**src/rtl/ccs_pkg.sv**
```systemverilog
// Shared constants and types for the CPU clock select block
package ccs_pkg;

  localparam int unsigned      REF_CLK_HZ     = 50_000_000;
  localparam int unsigned      ADDR_W         = 4;
  localparam logic [3:0]       SYSCFG_OFS     = 4'h0;
  localparam logic [3:0]       STATUS_OFS     = 4'h4;
  localparam logic [3:0]       CTRL_OFS       = 4'h8;
  localparam int unsigned      WD_DIS_BIT     = 4;
  localparam logic             WD_DIS_RST     = 1'b0;
  localparam int unsigned      ST_WDOG_BIT    = 0;
  localparam int unsigned      ST_UNLOCK_BIT  = 1;
  localparam int unsigned      ST_BACKUP_BIT  = 2;
  localparam int unsigned      ST_RSTBSY_BIT  = 3;
  localparam int unsigned      ST_MODE_LSB    = 4;
  localparam int unsigned      CTRL_BIRST_BIT = 0;
  localparam int unsigned      WDOG_OVF_CYCLES  = 16;
  localparam logic [10:0]      BIDIR_RST_HALVES = 11'h400;

  typedef enum logic [2:0] {
    CFG_MUL4   = 3'h7,
    CFG_MUL3   = 3'h6,
    CFG_MUL8   = 3'h5,
    CFG_MUL5   = 3'h4,
    CFG_DIRECT = 3'h3,
    CFG_MUL10  = 3'h2,
    CFG_PRESC  = 3'h1,
    CFG_MUL16  = 3'h0
  } ccs_cfg_t;

  typedef enum logic [3:0] {
    SRC_PLL    = 4'h1,
    SRC_PRESC  = 4'h2,
    SRC_DIRECT = 4'h4,
    SRC_BACKUP = 4'h8
  } ccs_src_t;

  function automatic logic [4:0] ccs_factor(input ccs_cfg_t m);
    logic [4:0] f;
    f = 5'h01;
    unique case (m)
      CFG_MUL4:   f = 5'h04;
      CFG_MUL3:   f = 5'h03;
      CFG_MUL8:   f = 5'h08;
      CFG_MUL5:   f = 5'h05;
      CFG_DIRECT: f = 5'h01;
      CFG_MUL10:  f = 5'h0a;
      CFG_PRESC:  f = 5'h01;
      CFG_MUL16:  f = 5'h10;
    endcase
    return f;
  endfunction

  function automatic ccs_src_t ccs_src_of(input ccs_cfg_t m);
    ccs_src_t s;
    s = SRC_PLL;
    if (m == CFG_DIRECT) begin
      s = SRC_DIRECT;
    end else if (m == CFG_PRESC) begin
      s = SRC_PRESC;
    end
    return s;
  endfunction

endpackage

```
**src/rtl/ccs_owd_if.sv**
```systemverilog
// Link between clock select and oscillator watchdog counter
interface ccs_wdog_if;
  logic enable;
  logic pll_tick;
  logic ext_edge;
  logic overflow;

  modport mon (input enable, input pll_tick, input ext_edge, output overflow);
  modport ctl (output enable, output pll_tick, output ext_edge, input overflow);
endinterface

```
**src/rtl/ccs_osc_wd.sv**
```systemverilog
// Oscillator watchdog counter on the reference clock, counting free-running PLL ticks
module ccs_osc_wd
  import ccs_pkg::*;
#(
  parameter int unsigned OVF_CYCLES = WDOG_OVF_CYCLES
) (
  input  wire logic  i_ref_clk,
  input  wire logic  i_reset_n,
  ccs_wdog_if.mon    bus
);

  localparam int unsigned CW = $clog2(OVF_CYCLES + 1);

  generate
    if (OVF_CYCLES < 2) begin : g_chk
      $error("OVF_CYCLES too small");
    end
  endgenerate

  typedef struct packed {
    logic [CW-1:0] cnt;
    logic          ovf;
  } ccs_wd_state_t;

  ccs_wd_state_t s_q;
  ccs_wd_state_t s_d;

  always_comb begin
    s_d     = s_q;
    s_d.ovf = 1'b0;
    if (!bus.enable || bus.ext_edge) begin
      s_d.cnt = '0;
    end else if (bus.pll_tick) begin
      if (s_q.cnt == CW'(OVF_CYCLES - 1)) begin
        s_d.cnt = '0;
        s_d.ovf = 1'b1;
      end else begin
        s_d.cnt = s_q.cnt + CW'(1);
      end
    end
    if (!i_reset_n) begin
      s_d = '0;
    end
  end

  always_ff @(posedge i_ref_clk) begin
    s_q <= s_d;
  end

  assign bus.overflow = s_q.ovf;
endmodule

```
**src/rtl/ccs_clock_select.sv**
```systemverilog
// CPU clock source selection, prescaler, direct drive and backup switch
// What this block does
// - Mode chosen from config pins during reset.
// - Pin patterns map to the eight clock modes.
// - Pattern 001 halves input; half period one input period.
// - Pattern 011 bypasses PLL; CPU follows input pin.
// - Two direct-drive half periods equal one input period.
// - Other patterns enable PLL multiplying by factor.
// - PLL resynchronises every Fth input transition.
// - Both CPU clock edges mark timing events.
// - Disable bit chooses PLL free-running or off.
// - Watchdog only in direct or prescaler modes.
// - Watchdog enabled at reset; bit 4 disables.
// - PLL ticks count; input transitions clear counter.
// - Counter overflows after 16 quiet PLL cycles.
// - Overflow switches to backup clock, flags request.
// - Backup clock held until next reset.
// - Watchdog disabled: external clock, PLL off.
// - PLL unlock raises request, disconnects reference.
// - Bidirectional reset drives pin low 1024 half periods.
//
// Decided for this implementation: the register addresses and the address-and-strobe port.
module ccs_clock_select
  import ccs_pkg::*;
#(
  parameter int unsigned DATA_W = 16
) (
  input  wire logic              i_ref_clk,
  input  wire logic              i_reset_n,
  input  wire logic [2:0]        i_clock_config_pins,
  input  wire logic              i_clock_input_pin,
  input  wire logic              i_pll_tick,
  input  wire logic              i_pll_locked,
  input  wire logic [ADDR_W-1:0] i_addr,
  input  wire logic [DATA_W-1:0] i_wdata,
  input  wire logic              i_wr,
  input  wire logic              i_rd,
  output logic      [DATA_W-1:0] o_rdata,
  output logic                   o_cpu_clk,
  output logic                   o_cpu_edge,
  output logic                   o_pll_enable,
  output logic                   o_pll_ref_connect,
  output logic                   o_osc_bypass,
  output logic                   o_pll_resync,
  output logic                   o_wdog_req,
  output logic                   o_unlock_req,
  output logic                   o_reset_pin_o,
  output logic                   o_reset_pin_oe_n
);

  generate
    if (DATA_W < 8) begin : g_chk
      $error("DATA_W must be at least 8");
    end
  endgenerate

  typedef struct packed {
    ccs_cfg_t          mode;
    ccs_src_t          src;
    logic              cpu_clk;
    logic              cpu_edge;
    logic              ext;
    logic              wd_dis;
    logic              wdog_flag;
    logic              unlock_flag;
    logic              lock_seen;
    logic              ref_disc;
    logic              rst_busy;
    logic [10:0]       rst_cnt;
    logic [4:0]        sync_cnt;
    logic              resync;
    logic [DATA_W-1:0] rdata;
  } ccs_state_t;

  ccs_state_t s_q;
  ccs_state_t s_d;
  logic       ext_edge;
  logic       ext_rise;
  logic       wd_ovf;
  logic       lock_lost;
  logic       birst_start;

  ccs_wdog_if u_wdog_bus ();

  ccs_osc_wd #(
    .OVF_CYCLES (WDOG_OVF_CYCLES)
  ) u_osc_wd (
    .i_ref_clk (i_ref_clk),
    .i_reset_n (i_reset_n),
    .bus       (u_wdog_bus.mon)
  );

  assign ext_edge            = i_clock_input_pin ^ s_q.ext;
  assign ext_rise            = i_clock_input_pin & ~s_q.ext;
  assign u_wdog_bus.enable   = (s_q.src == SRC_PRESC || s_q.src == SRC_DIRECT) && !s_q.wd_dis;
  assign u_wdog_bus.pll_tick = i_pll_tick;
  assign u_wdog_bus.ext_edge = ext_edge;
  assign wd_ovf              = u_wdog_bus.overflow;
  assign lock_lost          = (s_q.src == SRC_PLL) && s_q.lock_seen && !i_pll_locked;
  assign birst_start        = i_wr && i_addr == CTRL_OFS && i_wdata[CTRL_BIRST_BIT] && !s_q.rst_busy;

  always_comb begin
    logic tog;
    tog       = 1'b0;
    s_d       = s_q;
    s_d.ext   = i_clock_input_pin;
    s_d.rdata = '0;
    s_d.resync = 1'b0;

    unique case (s_q.src)
      SRC_PLL:    tog = i_pll_tick;
      SRC_BACKUP: tog = i_pll_tick;
      SRC_PRESC:  tog = ext_rise;
      SRC_DIRECT: tog = ext_edge;
    endcase
    s_d.cpu_clk = s_q.cpu_clk ^ tog;
    s_d.cpu_edge = tog;

    if (s_q.src == SRC_PLL && ext_edge) begin
      if (s_q.sync_cnt + 5'h01 >= ccs_factor(s_q.mode)) begin
        s_d.sync_cnt = 5'h00;
        s_d.resync   = 1'b1;
      end else begin
        s_d.sync_cnt = s_q.sync_cnt + 5'h01;
      end
    end

    if (i_wr) begin
      unique case (i_addr)
        SYSCFG_OFS: s_d.wd_dis = i_wdata[WD_DIS_BIT];
        STATUS_OFS: begin
          if (i_wdata[ST_WDOG_BIT]) begin
            s_d.wdog_flag = 1'b0;
          end
          if (i_wdata[ST_UNLOCK_BIT]) begin
            s_d.unlock_flag = 1'b0;
          end
        end
        default: ;
      endcase
    end

    if (birst_start) begin
      s_d.rst_busy = 1'b1;
      s_d.rst_cnt  = 11'h000;
    end else if (s_q.rst_busy && tog) begin
      if (s_q.rst_cnt == BIDIR_RST_HALVES - 11'h001) begin
        s_d.rst_busy = 1'b0;
      end else begin
        s_d.rst_cnt = s_q.rst_cnt + 11'h001;
      end
    end

    if (i_rd) begin
      unique case (i_addr)
        SYSCFG_OFS: s_d.rdata[WD_DIS_BIT] = s_q.wd_dis;
        STATUS_OFS: begin
          s_d.rdata[ST_WDOG_BIT]                 = s_q.wdog_flag;
          s_d.rdata[ST_UNLOCK_BIT]               = s_q.unlock_flag;
          s_d.rdata[ST_BACKUP_BIT]               = s_q.src == SRC_BACKUP;
          s_d.rdata[ST_RSTBSY_BIT]               = s_q.rst_busy;
          s_d.rdata[ST_MODE_LSB+2:ST_MODE_LSB]   = s_q.mode;
        end
        default: ;
      endcase
    end

    if (s_q.src == SRC_PLL && i_pll_locked) begin
      s_d.lock_seen = 1'b1;
    end
    if (lock_lost) begin
      s_d.ref_disc    = 1'b1;
      s_d.unlock_flag = 1'b1;
    end
    if (wd_ovf && u_wdog_bus.enable) begin
      s_d.src       = SRC_BACKUP;
      s_d.wdog_flag = 1'b1;
    end

    if (!i_reset_n) begin
      s_d        = '0;
      s_d.ext    = i_clock_input_pin;
      s_d.wd_dis = WD_DIS_RST;
      s_d.mode   = ccs_cfg_t'(i_clock_config_pins);
      s_d.src    = ccs_src_of(ccs_cfg_t'(i_clock_config_pins));
    end
  end

  always_ff @(posedge i_ref_clk) begin
    s_q <= s_d;
  end

  always_comb begin
    o_pll_enable = 1'b1;
    unique case (s_q.src)
      SRC_PLL:    o_pll_enable = 1'b1;
      SRC_BACKUP: o_pll_enable = 1'b1;
      SRC_PRESC:  o_pll_enable = !s_q.wd_dis;
      SRC_DIRECT: o_pll_enable = !s_q.wd_dis;
    endcase
  end

  assign o_rdata           = s_q.rdata;
  assign o_cpu_clk         = s_q.cpu_clk;
  assign o_cpu_edge        = s_q.cpu_edge;
  assign o_pll_ref_connect = (s_q.src == SRC_PLL) && !s_q.ref_disc;
  assign o_osc_bypass      = s_q.mode == CFG_DIRECT;
  assign o_pll_resync      = s_q.resync;
  assign o_wdog_req        = s_q.wdog_flag;
  assign o_unlock_req      = s_q.unlock_flag;
  assign o_reset_pin_o     = 1'b0;
  assign o_reset_pin_oe_n  = !s_q.rst_busy;
endmodule

```
**config.mk**
```make
export PLATFORM = sky130hd
export DESIGN_NAME = ccs_clock_select
export DESIGN_NICKNAME = d
export VERILOG_FILES = /design/src/rtl/ccs_pkg.sv /design/src/rtl/ccs_owd_if.sv /design/src/rtl/ccs_osc_wd.sv /design/src/rtl/ccs_clock_select.sv
export SDC_FILE = /design/constraint.sdc
export NUM_CORES = 1
export LEC_CHECK = 0
export BUFFER_PORTS_ARGS = -buffer_cell sky130_fd_sc_hd__buf_4
export CORE_MARGIN = 3
export CORE_UTILIZATION = 30
export CTS_CLUSTER_SIZE = 28
export DETAILED_ROUTE_END_ITERATION = 8
export MAX_ROUTING_LAYER = met4
export SLEW_MARGIN = 20
export SYNTH_ARGS = -nofsm -noshare
export SYNTH_HDL_FRONTEND = slang
export SYNTH_HIERARCHICAL = 1
export SYNTH_SLANG_ARGS = --single-unit
```
**constraint.sdc**
```tcl
create_clock -name i_ref_clk -period 5 [get_ports i_ref_clk]
set_input_delay 1 -clock i_ref_clk [delete_from_list [all_inputs] [get_ports i_ref_clk]]
set_output_delay 1 -clock i_ref_clk [all_outputs]
set_load 0.01 [all_outputs]
```
==> run_results.csv, run 1 <==
group,metric,value,unit
detailed_routing,drt_drc_violations_left,0,
job,maxCapViolCount,0,
cts,cts_resized,0,
cts,cts_post_setup_buffers_inserted,0,
power_and_ir_drop,p_per_area,292,nW/um^2
final_layout,synthToLayoutAreaGrowth,15.5,%
cts,buffer_levels_on_the_longest_clock_path,2,
floorplan,initial_utilization,32.0,%
power_and_ir_drop,vdd.ir_drop.worst,0.130,mV
final_layout,layout_commonest_cell,"sky130_fd_sc_hd__dfxtp_1",
grt,grt-ovfl-total,0,
place,hpwlAfterDp,3.47,mm
synthesis,synth_ff_type,"sky130_fd_sc_hd__dfxtp_1",
critical_path,crit_slowest_cell,"sky130_fd_sc_hd__or4_1",
synthesis,synth-xor-area-share,2.88,%
hold_path,timing.hold.worst.start,"u_osc_wd/s_q[5]",
critical_path,reg2reg_setup_slack,2.75,ns
detailed_routing,drt_iter0_drc,52,
grt,gr-usage-all-layers,11.3,%
synthesis,synth.yosys.warnings,6,
sta,tightest_slew,0.612,ns
detailed_routing,finalWirelength,4.57,mm
critical_path,cp.required,5.24,ns
place,numPortBuffers,32,
critical_path,end_kind,"register",
sta,fin_crit_sh,49.1,%
sta,relSlewSlack,58.9,%
hold_path,hold_path_end,"u_osc_wd/s_q[5]",
synthesis,synth-adder-area-share,5.75,%
synthesis,post_synth_edffs,7,
final_layout,finalInstanceArea,2760,sq um
hold_path,worst_hold_path.num_cells,2,
final_layout,diodes,0,
synthesis,combinational_family_with_the_most_area_after_synthesis,"simple AND/OR/NAND/NOR gates",
place,finalWeightedCongestion,0.786,
critical_path,worst_r2r_endpoint,"s_q[17]",
synthesis,yosysSeqAreaShare,45.6,%
final_layout,nNetsFinal,317,
critical_path,reg2reg_from,"s_q[17]",
detailed_routing,drt-wirelength-per-cell,12.1,um
cts,total_number_of_h_tree_levels,2,
synthesis,yosys_register_bits,51,
cts,cts_tree,"yes",
critical_path,critPathMaxFanout,19,
status,outcome,"finished, final reports clean",
critical_path,crit_path_start_kind,"input pin",
cts,numCtsBuffers,5,
critical_path,critical-path-max-stage-delay,0.51,ns
floorplan,floorplan.io_pins,56,
floorplan,horizontal_extent_of_the_die,95.3,um
hold_path,hold_path.class,"reg2reg",
synthesis,synth-simple-area-share,22.8,%
critical_path,timing_worst_setup_path_type,"in2reg",
critical_path,path_buf_inv,1,
synthesis,gate_count_of_the_mapped_netlist,250,
floorplan,core.rowCount,31,
floorplan,dieArea,9090,sq um
final_layout,layout_common_cells,"sky130_fd_sc_hd__dfxtp_1, sky130_fd_sc_hd__buf_4, sky130_fd_sc_hd__nand2_1, sky130_fd_sc_hd__a21oi_1",
detailed_routing,firstDrtPassIters,4,
cts,cts.root.buffer_cell,"sky130_fd_sc_hd__clkbuf_8",
floorplan,floorplan.core_area,7490,sq um
sta,finalSetupViolCount,0,
power_and_ir_drop,static-leakage-power,1.11,nW
final_layout,final_core_util,36.9,%
sta,hold_violations,0,
critical_path,worst-r2r-cell-count,9,
sta,max_freq,0.408,GHz
final_layout,drive_above_1_share,18.1,%
sta,whs,0.437,ns
synthesis,muxShareOfSynthArea,2.56,%
sta,layout_min_cycle_time,2.45,ns
detailed_routing,route.detailed.vias_per_inst,4.74,
cts,worst_setup_hold_path_clk_slew,0.09,ns
synthesis,complex_gate_fraction_of_the_synthesized_area,11.8,%
detailed_routing,detailroute.via_count,1783,
synthesis,postSynth.asyncResetShare,0,%
sta,clock_skew,0.0105,ns
grt,grt_antenna_before_repair,0,
synthesis,post_synthesis_mean_instance_area,9.57,sq um
sta,setup_repair_after_global_routing_missed_its_margin,"no",
sta,final.setup.tns,0,ns
critical_path,path_depth,7,
detailed_routing,ant_nets,0,
grt,wire_length_of_the_first_global_routing_pass,7.73,mm
synthesis,ys_types,50,
cts,clkLatencyLatePin,0.30,ns
critical_path,cpLargestDelayFamily,"simple AND/OR/NAND/NOR gates",
cts,clock_sinks,51,
critical_path,path_cells,"buf_4 > ha_1 > nor3b_2 > o21ai_2 > a21o_4 > or4_1 > a21oi_1",
critical_path,critical_path_arrival,2.69,ns
grt,grt_max_degree,20,
synthesis,syn-cell-area,2390,sq um
place,placed_cell_area,2640,sq um
sta,slew_viol_final,0,
cts,cts-hold-fix-buffers,0,
grt,via_count_of_the_first_global_routing_pass,1720,
floorplan,die_h,95.3,um
-- worst max path at each step --
stage,from,slack [ns],end
floorplan,i_clock_input_pin,2.51,s_q[29]
global route,i_clock_input_pin,2.44,s_q[29]
finish,i_clock_input_pin,2.55,s_q[31]
global placement,i_clock_input_pin,2.25,s_q[29]
CTS,i_clock_input_pin,2.54,s_q[29]
detailed placement,i_clock_input_pin,2.23,s_q[29]
-- area by class of cell --
| class | count | area (sq um) |
|---|---|---|
| inverters | 14 | 52.6 |
| well taps | 99 | 124 |
| multi-input cells | 172 | 1130 |
| clock inverters | 2 | 38.8 |
| repair buffers | 32 | 240 |
| flip-flops and latches | 51 | 1090 |
| clock buffers | 6 | 82.6 |
| fillers | 748 | 4720 |
-- metrics by stage --
stage               setup slack [ns]  instances  power [mW]
floorplan                       2.51        259       0.494
finish                          2.55        376       0.806
detailed placement              2.23        368       0.515
global placement                2.25        368       0.514
CTS                             2.54        376       0.819
global route                    2.44        376       0.847
-- cell families (layout without fill, tap and decap cells) --
logic type	count (synthesis)	count (layout)
AND/OR/NAND/NOR	94	94
flip-flops	51	51
AO/OA/AOI/OAI	44	44
buffers and inverters	36	54
adder cells (fa/ha/maj)	11	11
XOR/XNOR	7	7
multiplexers	6	6
other	1	10
-- Yosys cell counts, drive strengths merged, types with 6 or more instances --
cell type	number	area share (%)
dfxtp	44	37
buf	19	5.8
nand2	19	3.0
a21oi	18	3.9
inv	14	2.2
nor2	14	2.2
ha	11	5.8
o21ai	11	2.5
nand3	9	1.9
edfxtp	7	8.8
nand3b	6	1.9
-- state kept, by name (all words and copies together) (netlist names), named ones only --
register and count:
s_q 28, o_rdata 7, u_osc_wd/s_q 5, o_cpu_clk 1, o_cpu_edge 1, o_pll_resync 1, o_unlock_req 1, o_wdog_req 1
u_osc_wd/bus.overflow 1
-- routing by layer --
layer	GRT usage, %	part of all wire, %	vias to the layer above
li1	-	-	919
met1	13.8	47	832
met2	18.1	47	28
met3	2.92	4.2	4
met4	3.97	1.2	0
met5	-	0	-
-- power by group --
part           leakage [nW]  switching [mW]  internal [mW]  total, mW
registers             0.425         0.00777          0.428      0.435
clock network        0.0618           0.136          0.165      0.301
logic                 0.624          0.0390         0.0307     0.0696
-- worst register-to-register path, stage by stage (launching register included) --
cell and delay (ns):
sky130_fd_sc_hd__dfxtp_1 0.36, sky130_fd_sc_hd__ha_1 0.23, sky130_fd_sc_hd__nor2b_1 0.14, sky130_fd_sc_hd__or2_2 0.29
sky130_fd_sc_hd__ha_1 0.29, sky130_fd_sc_hd__a211oi_1 0.21, sky130_fd_sc_hd__o22ai_1 0.12, sky130_fd_sc_hd__nor2_1 0.31
sky130_fd_sc_hd__nand2_1 0.09, sky130_fd_sc_hd__o21ai_0 0.16
(Power assumes the default switching activity.)
==> run 2, diff against run 1 <==
==> constraint.sdc (replaced) <==
create_clock -name i_ref_clk -period 2.4 [get_ports i_ref_clk]
set_input_delay 0.48 -clock i_ref_clk [delete_from_list [all_inputs] [get_ports i_ref_clk]]
set_output_delay 0.48 -clock i_ref_clk [all_outputs]
set_load 0.01 [all_outputs]
==> run_results.csv, run 2 (synthesized netlist as in run 1, its figures left out) <==
group,metric,value,unit
final_layout,num-fill-cells,729,
sta,clock_skew,0.0167,ns
final_layout,nNetsFinal,320,
grt,grt-ovfl-total,0,
job,maxCapViolCount,0,
critical_path,timing_worst_setup_path_type,"reg2reg",
cts,buffer_levels_on_the_longest_clock_path,2,
critical_path,critical_path_arrival,2.35,ns
power_and_ir_drop,vdd.ir_drop.worst,0.184,mV
sta,layout_min_cycle_time,2.14,ns
detailed_routing,ant_nets,0,
floorplan,horizontal_extent_of_the_die,95.3,um
sta,fin_crit_sh,89.1,%
detailed_routing,route.detailed.vias_per_inst,4.75,
place,numPortBuffers,32,
grt,wire_length_of_the_first_global_routing_pass,7.50,mm
hold_path,hold_path.class,"in2reg",
grt,via_count_of_the_first_global_routing_pass,1645,
floorplan,dieArea,9090,sq um
final_layout,diodes,0,
final_layout,top_register,"s_q",
cts,clkLatencyLatePin,0.31,ns
cts,cts_tree,"yes",
cts,cts.root.buffer_cell,"sky130_fd_sc_hd__clkbuf_8",
floorplan,floorplan.core_area,7490,sq um
floorplan,floorplan.io_pins,56,
grt,grt_max_degree,20,
critical_path,cpLargestDelayFamily,"adder cells",
final_layout,drive_above_1_share,18.9,%
sta,max_freq,0.468,GHz
sta,setup_ws,0.262,ns
sta,hold_violations,0,
cts,total_number_of_h_tree_levels,2,
detailed_routing,detailroute.via_count,1800,
status,outcome,"finished, final reports clean",
final_layout,layout_commonest_cell,"sky130_fd_sc_hd__dfxtp_1",
floorplan,initial_utilization,32.0,%
detailed_routing,drt_drc_violations_left,0,
critical_path,cp.required,2.61,ns
final_layout,final_core_util,36.9,%
sta,relSlewSlack,63.8,%
power_and_ir_drop,static-leakage-power,1.11,nW
place,finalWeightedCongestion,0.801,
cts,worst_setup_hold_path_clk_slew,0.09,ns
grt,grt_antenna_before_repair,0,
detailed_routing,finalWirelength,4.63,mm
sta,tightest_slew,0.536,ns
cts,numCtsBuffers,5,
detailed_routing,drt-wirelength-per-cell,12.2,um
detailed_routing,firstDrtPassIters,5,
sta,finalSetupViolCount,0,
critical_path,cp_common_cell,"sky130_fd_sc_hd__ha_1",
critical_path,end_kind,"register",
place,hpwlAfterDp,3.46,mm
detailed_routing,drt_iter0_drc,44,
final_layout,layout_common_cells,"sky130_fd_sc_hd__dfxtp_1, sky130_fd_sc_hd__buf_4, sky130_fd_sc_hd__nand2_1, sky130_fd_sc_hd__a21oi_1, sky130_fd_sc_hd__inv_1",
critical_path,critPathMaxFanout,5,
power_and_ir_drop,p_per_area,573,nW/um^2
final_layout,largest_reg_flops,28,
critical_path,reg2reg_setup_slack,0.26,ns
power_and_ir_drop,total_power,1.58,mW
critical_path,path_cells,"ha_1 > nor2b_1 > or2_2 > ha_1 > a211oi_1 > o22ai_1 > nor2_2 > buf_4 > a32o_1",
final_layout,synthToLayoutAreaGrowth,15.4,%
sta,final.setup.tns,0,ns
sta,setup_repair_after_global_routing_missed_its_margin,"no",
floorplan,core.rowCount,31,
cts,clock_sinks,51,
critical_path,path_buf_inv,1,
floorplan,die_h,95.3,um
critical_path,crit_path_start_kind,"register",
critical_path,crit_slowest_cell,"sky130_fd_sc_hd__dfxtp_1",
place,placement.setup.worst_slack,0.149,ns
sta,slew_viol_final,0,
critical_path,critical-path-max-stage-delay,0.36,ns
grt,gr-usage-all-layers,11.2,%
run 2: changes by cell type in the layout (fill, tap and decap cells not counted):
cell,previous run,this run
sky130_fd_sc_hd__clkinv_4,0,1
sky130_fd_sc_hd__inv_6,1,0
sky130_fd_sc_hd__clkbuf_1,0,1
sky130_fd_sc_hd__bufinv_16,1,0
sky130_fd_sc_hd__nor2_1,14,13
sky130_fd_sc_hd__nor2_2,0,1
sky130_fd_sc_hd__buf_4,32,35
run 2: power breakdown:
part	total [mW]	switching [mW]	leakage, nW	internal (mW)
combinational	0.154	0.0836	0.639	0.0708
clock	0.521	0.284	0.0484	0.237
sequential	0.907	0.0160	0.425	0.891
total	1.58	0.384	1.11	1.20
run 2: worst register-to-register path, stage by stage (launching register included):
cell and delay (ns):
sky130_fd_sc_hd__dfxtp_1 0.36, sky130_fd_sc_hd__ha_1 0.23, sky130_fd_sc_hd__nor2b_1 0.14, sky130_fd_sc_hd__or2_2 0.28, sky130_fd_sc_hd__ha_1 0.30, sky130_fd_sc_hd__a211oi_1 0.07
sky130_fd_sc_hd__o22ai_1 0.19, sky130_fd_sc_hd__nor2_2 0.07, sky130_fd_sc_hd__buf_4 0.15, sky130_fd_sc_hd__a32o_1 0.24
run 2: final cells by class:
class	count	area [sq um]	share of cell area (%)
Tap cell	99	124	4.48
Clock buffer	7	86.3	3.12
Multi-Input combinational cell	172	1140	41.2
Inverter	14	52.6	1.90
Sequential cell	51	1090	39.5
Clock inverter	1	8.76	0.317
Timing Repair Buffer	35	263	9.51
run 2: final timing paths:
check | start | to | cells after the start
worst max-delay path | s_q[17] | s_q[21] | 9
worst min-delay path | i_clock_input_pin | s_q[39] | 1
worst max register to register | s_q[17] | s_q[21] | 9
worst min register to register | u_osc_wd/s_q[5] | u_osc_wd/s_q[5] | 2
run 2: metrics by stage:
step | cells | hold WS [ns] | cell area (sq um)
final | 379 | 0.291 | 2760
after global routing | 379 | 0.275 | 2760
after CTS | 378 | 0.281 | 2750
after detailed placement | 370 | 0.427 | 2660
after global placement | 370 | 0.423 | 2660
after floorplan | 259 | 0.412 | 2430
run 2: layer usage:
metal	share of wire [%]	global-route usage, %	wire length (um)	vias to the layer above
met2	45	17.3	2100	41
met1	47	13.6	2160	825
li1	-	-	-	920
met3	5.3	2.84	243	14
met5	0	-	0	-
met4	2.5	5.41	117	0
run 2: timing repair:
item,4_1_cts,5_1_grt
hold buffers,0,0
gates resized for setup,0,1
buffers inserted,0,1
endpoints found under the setup margin,0,5
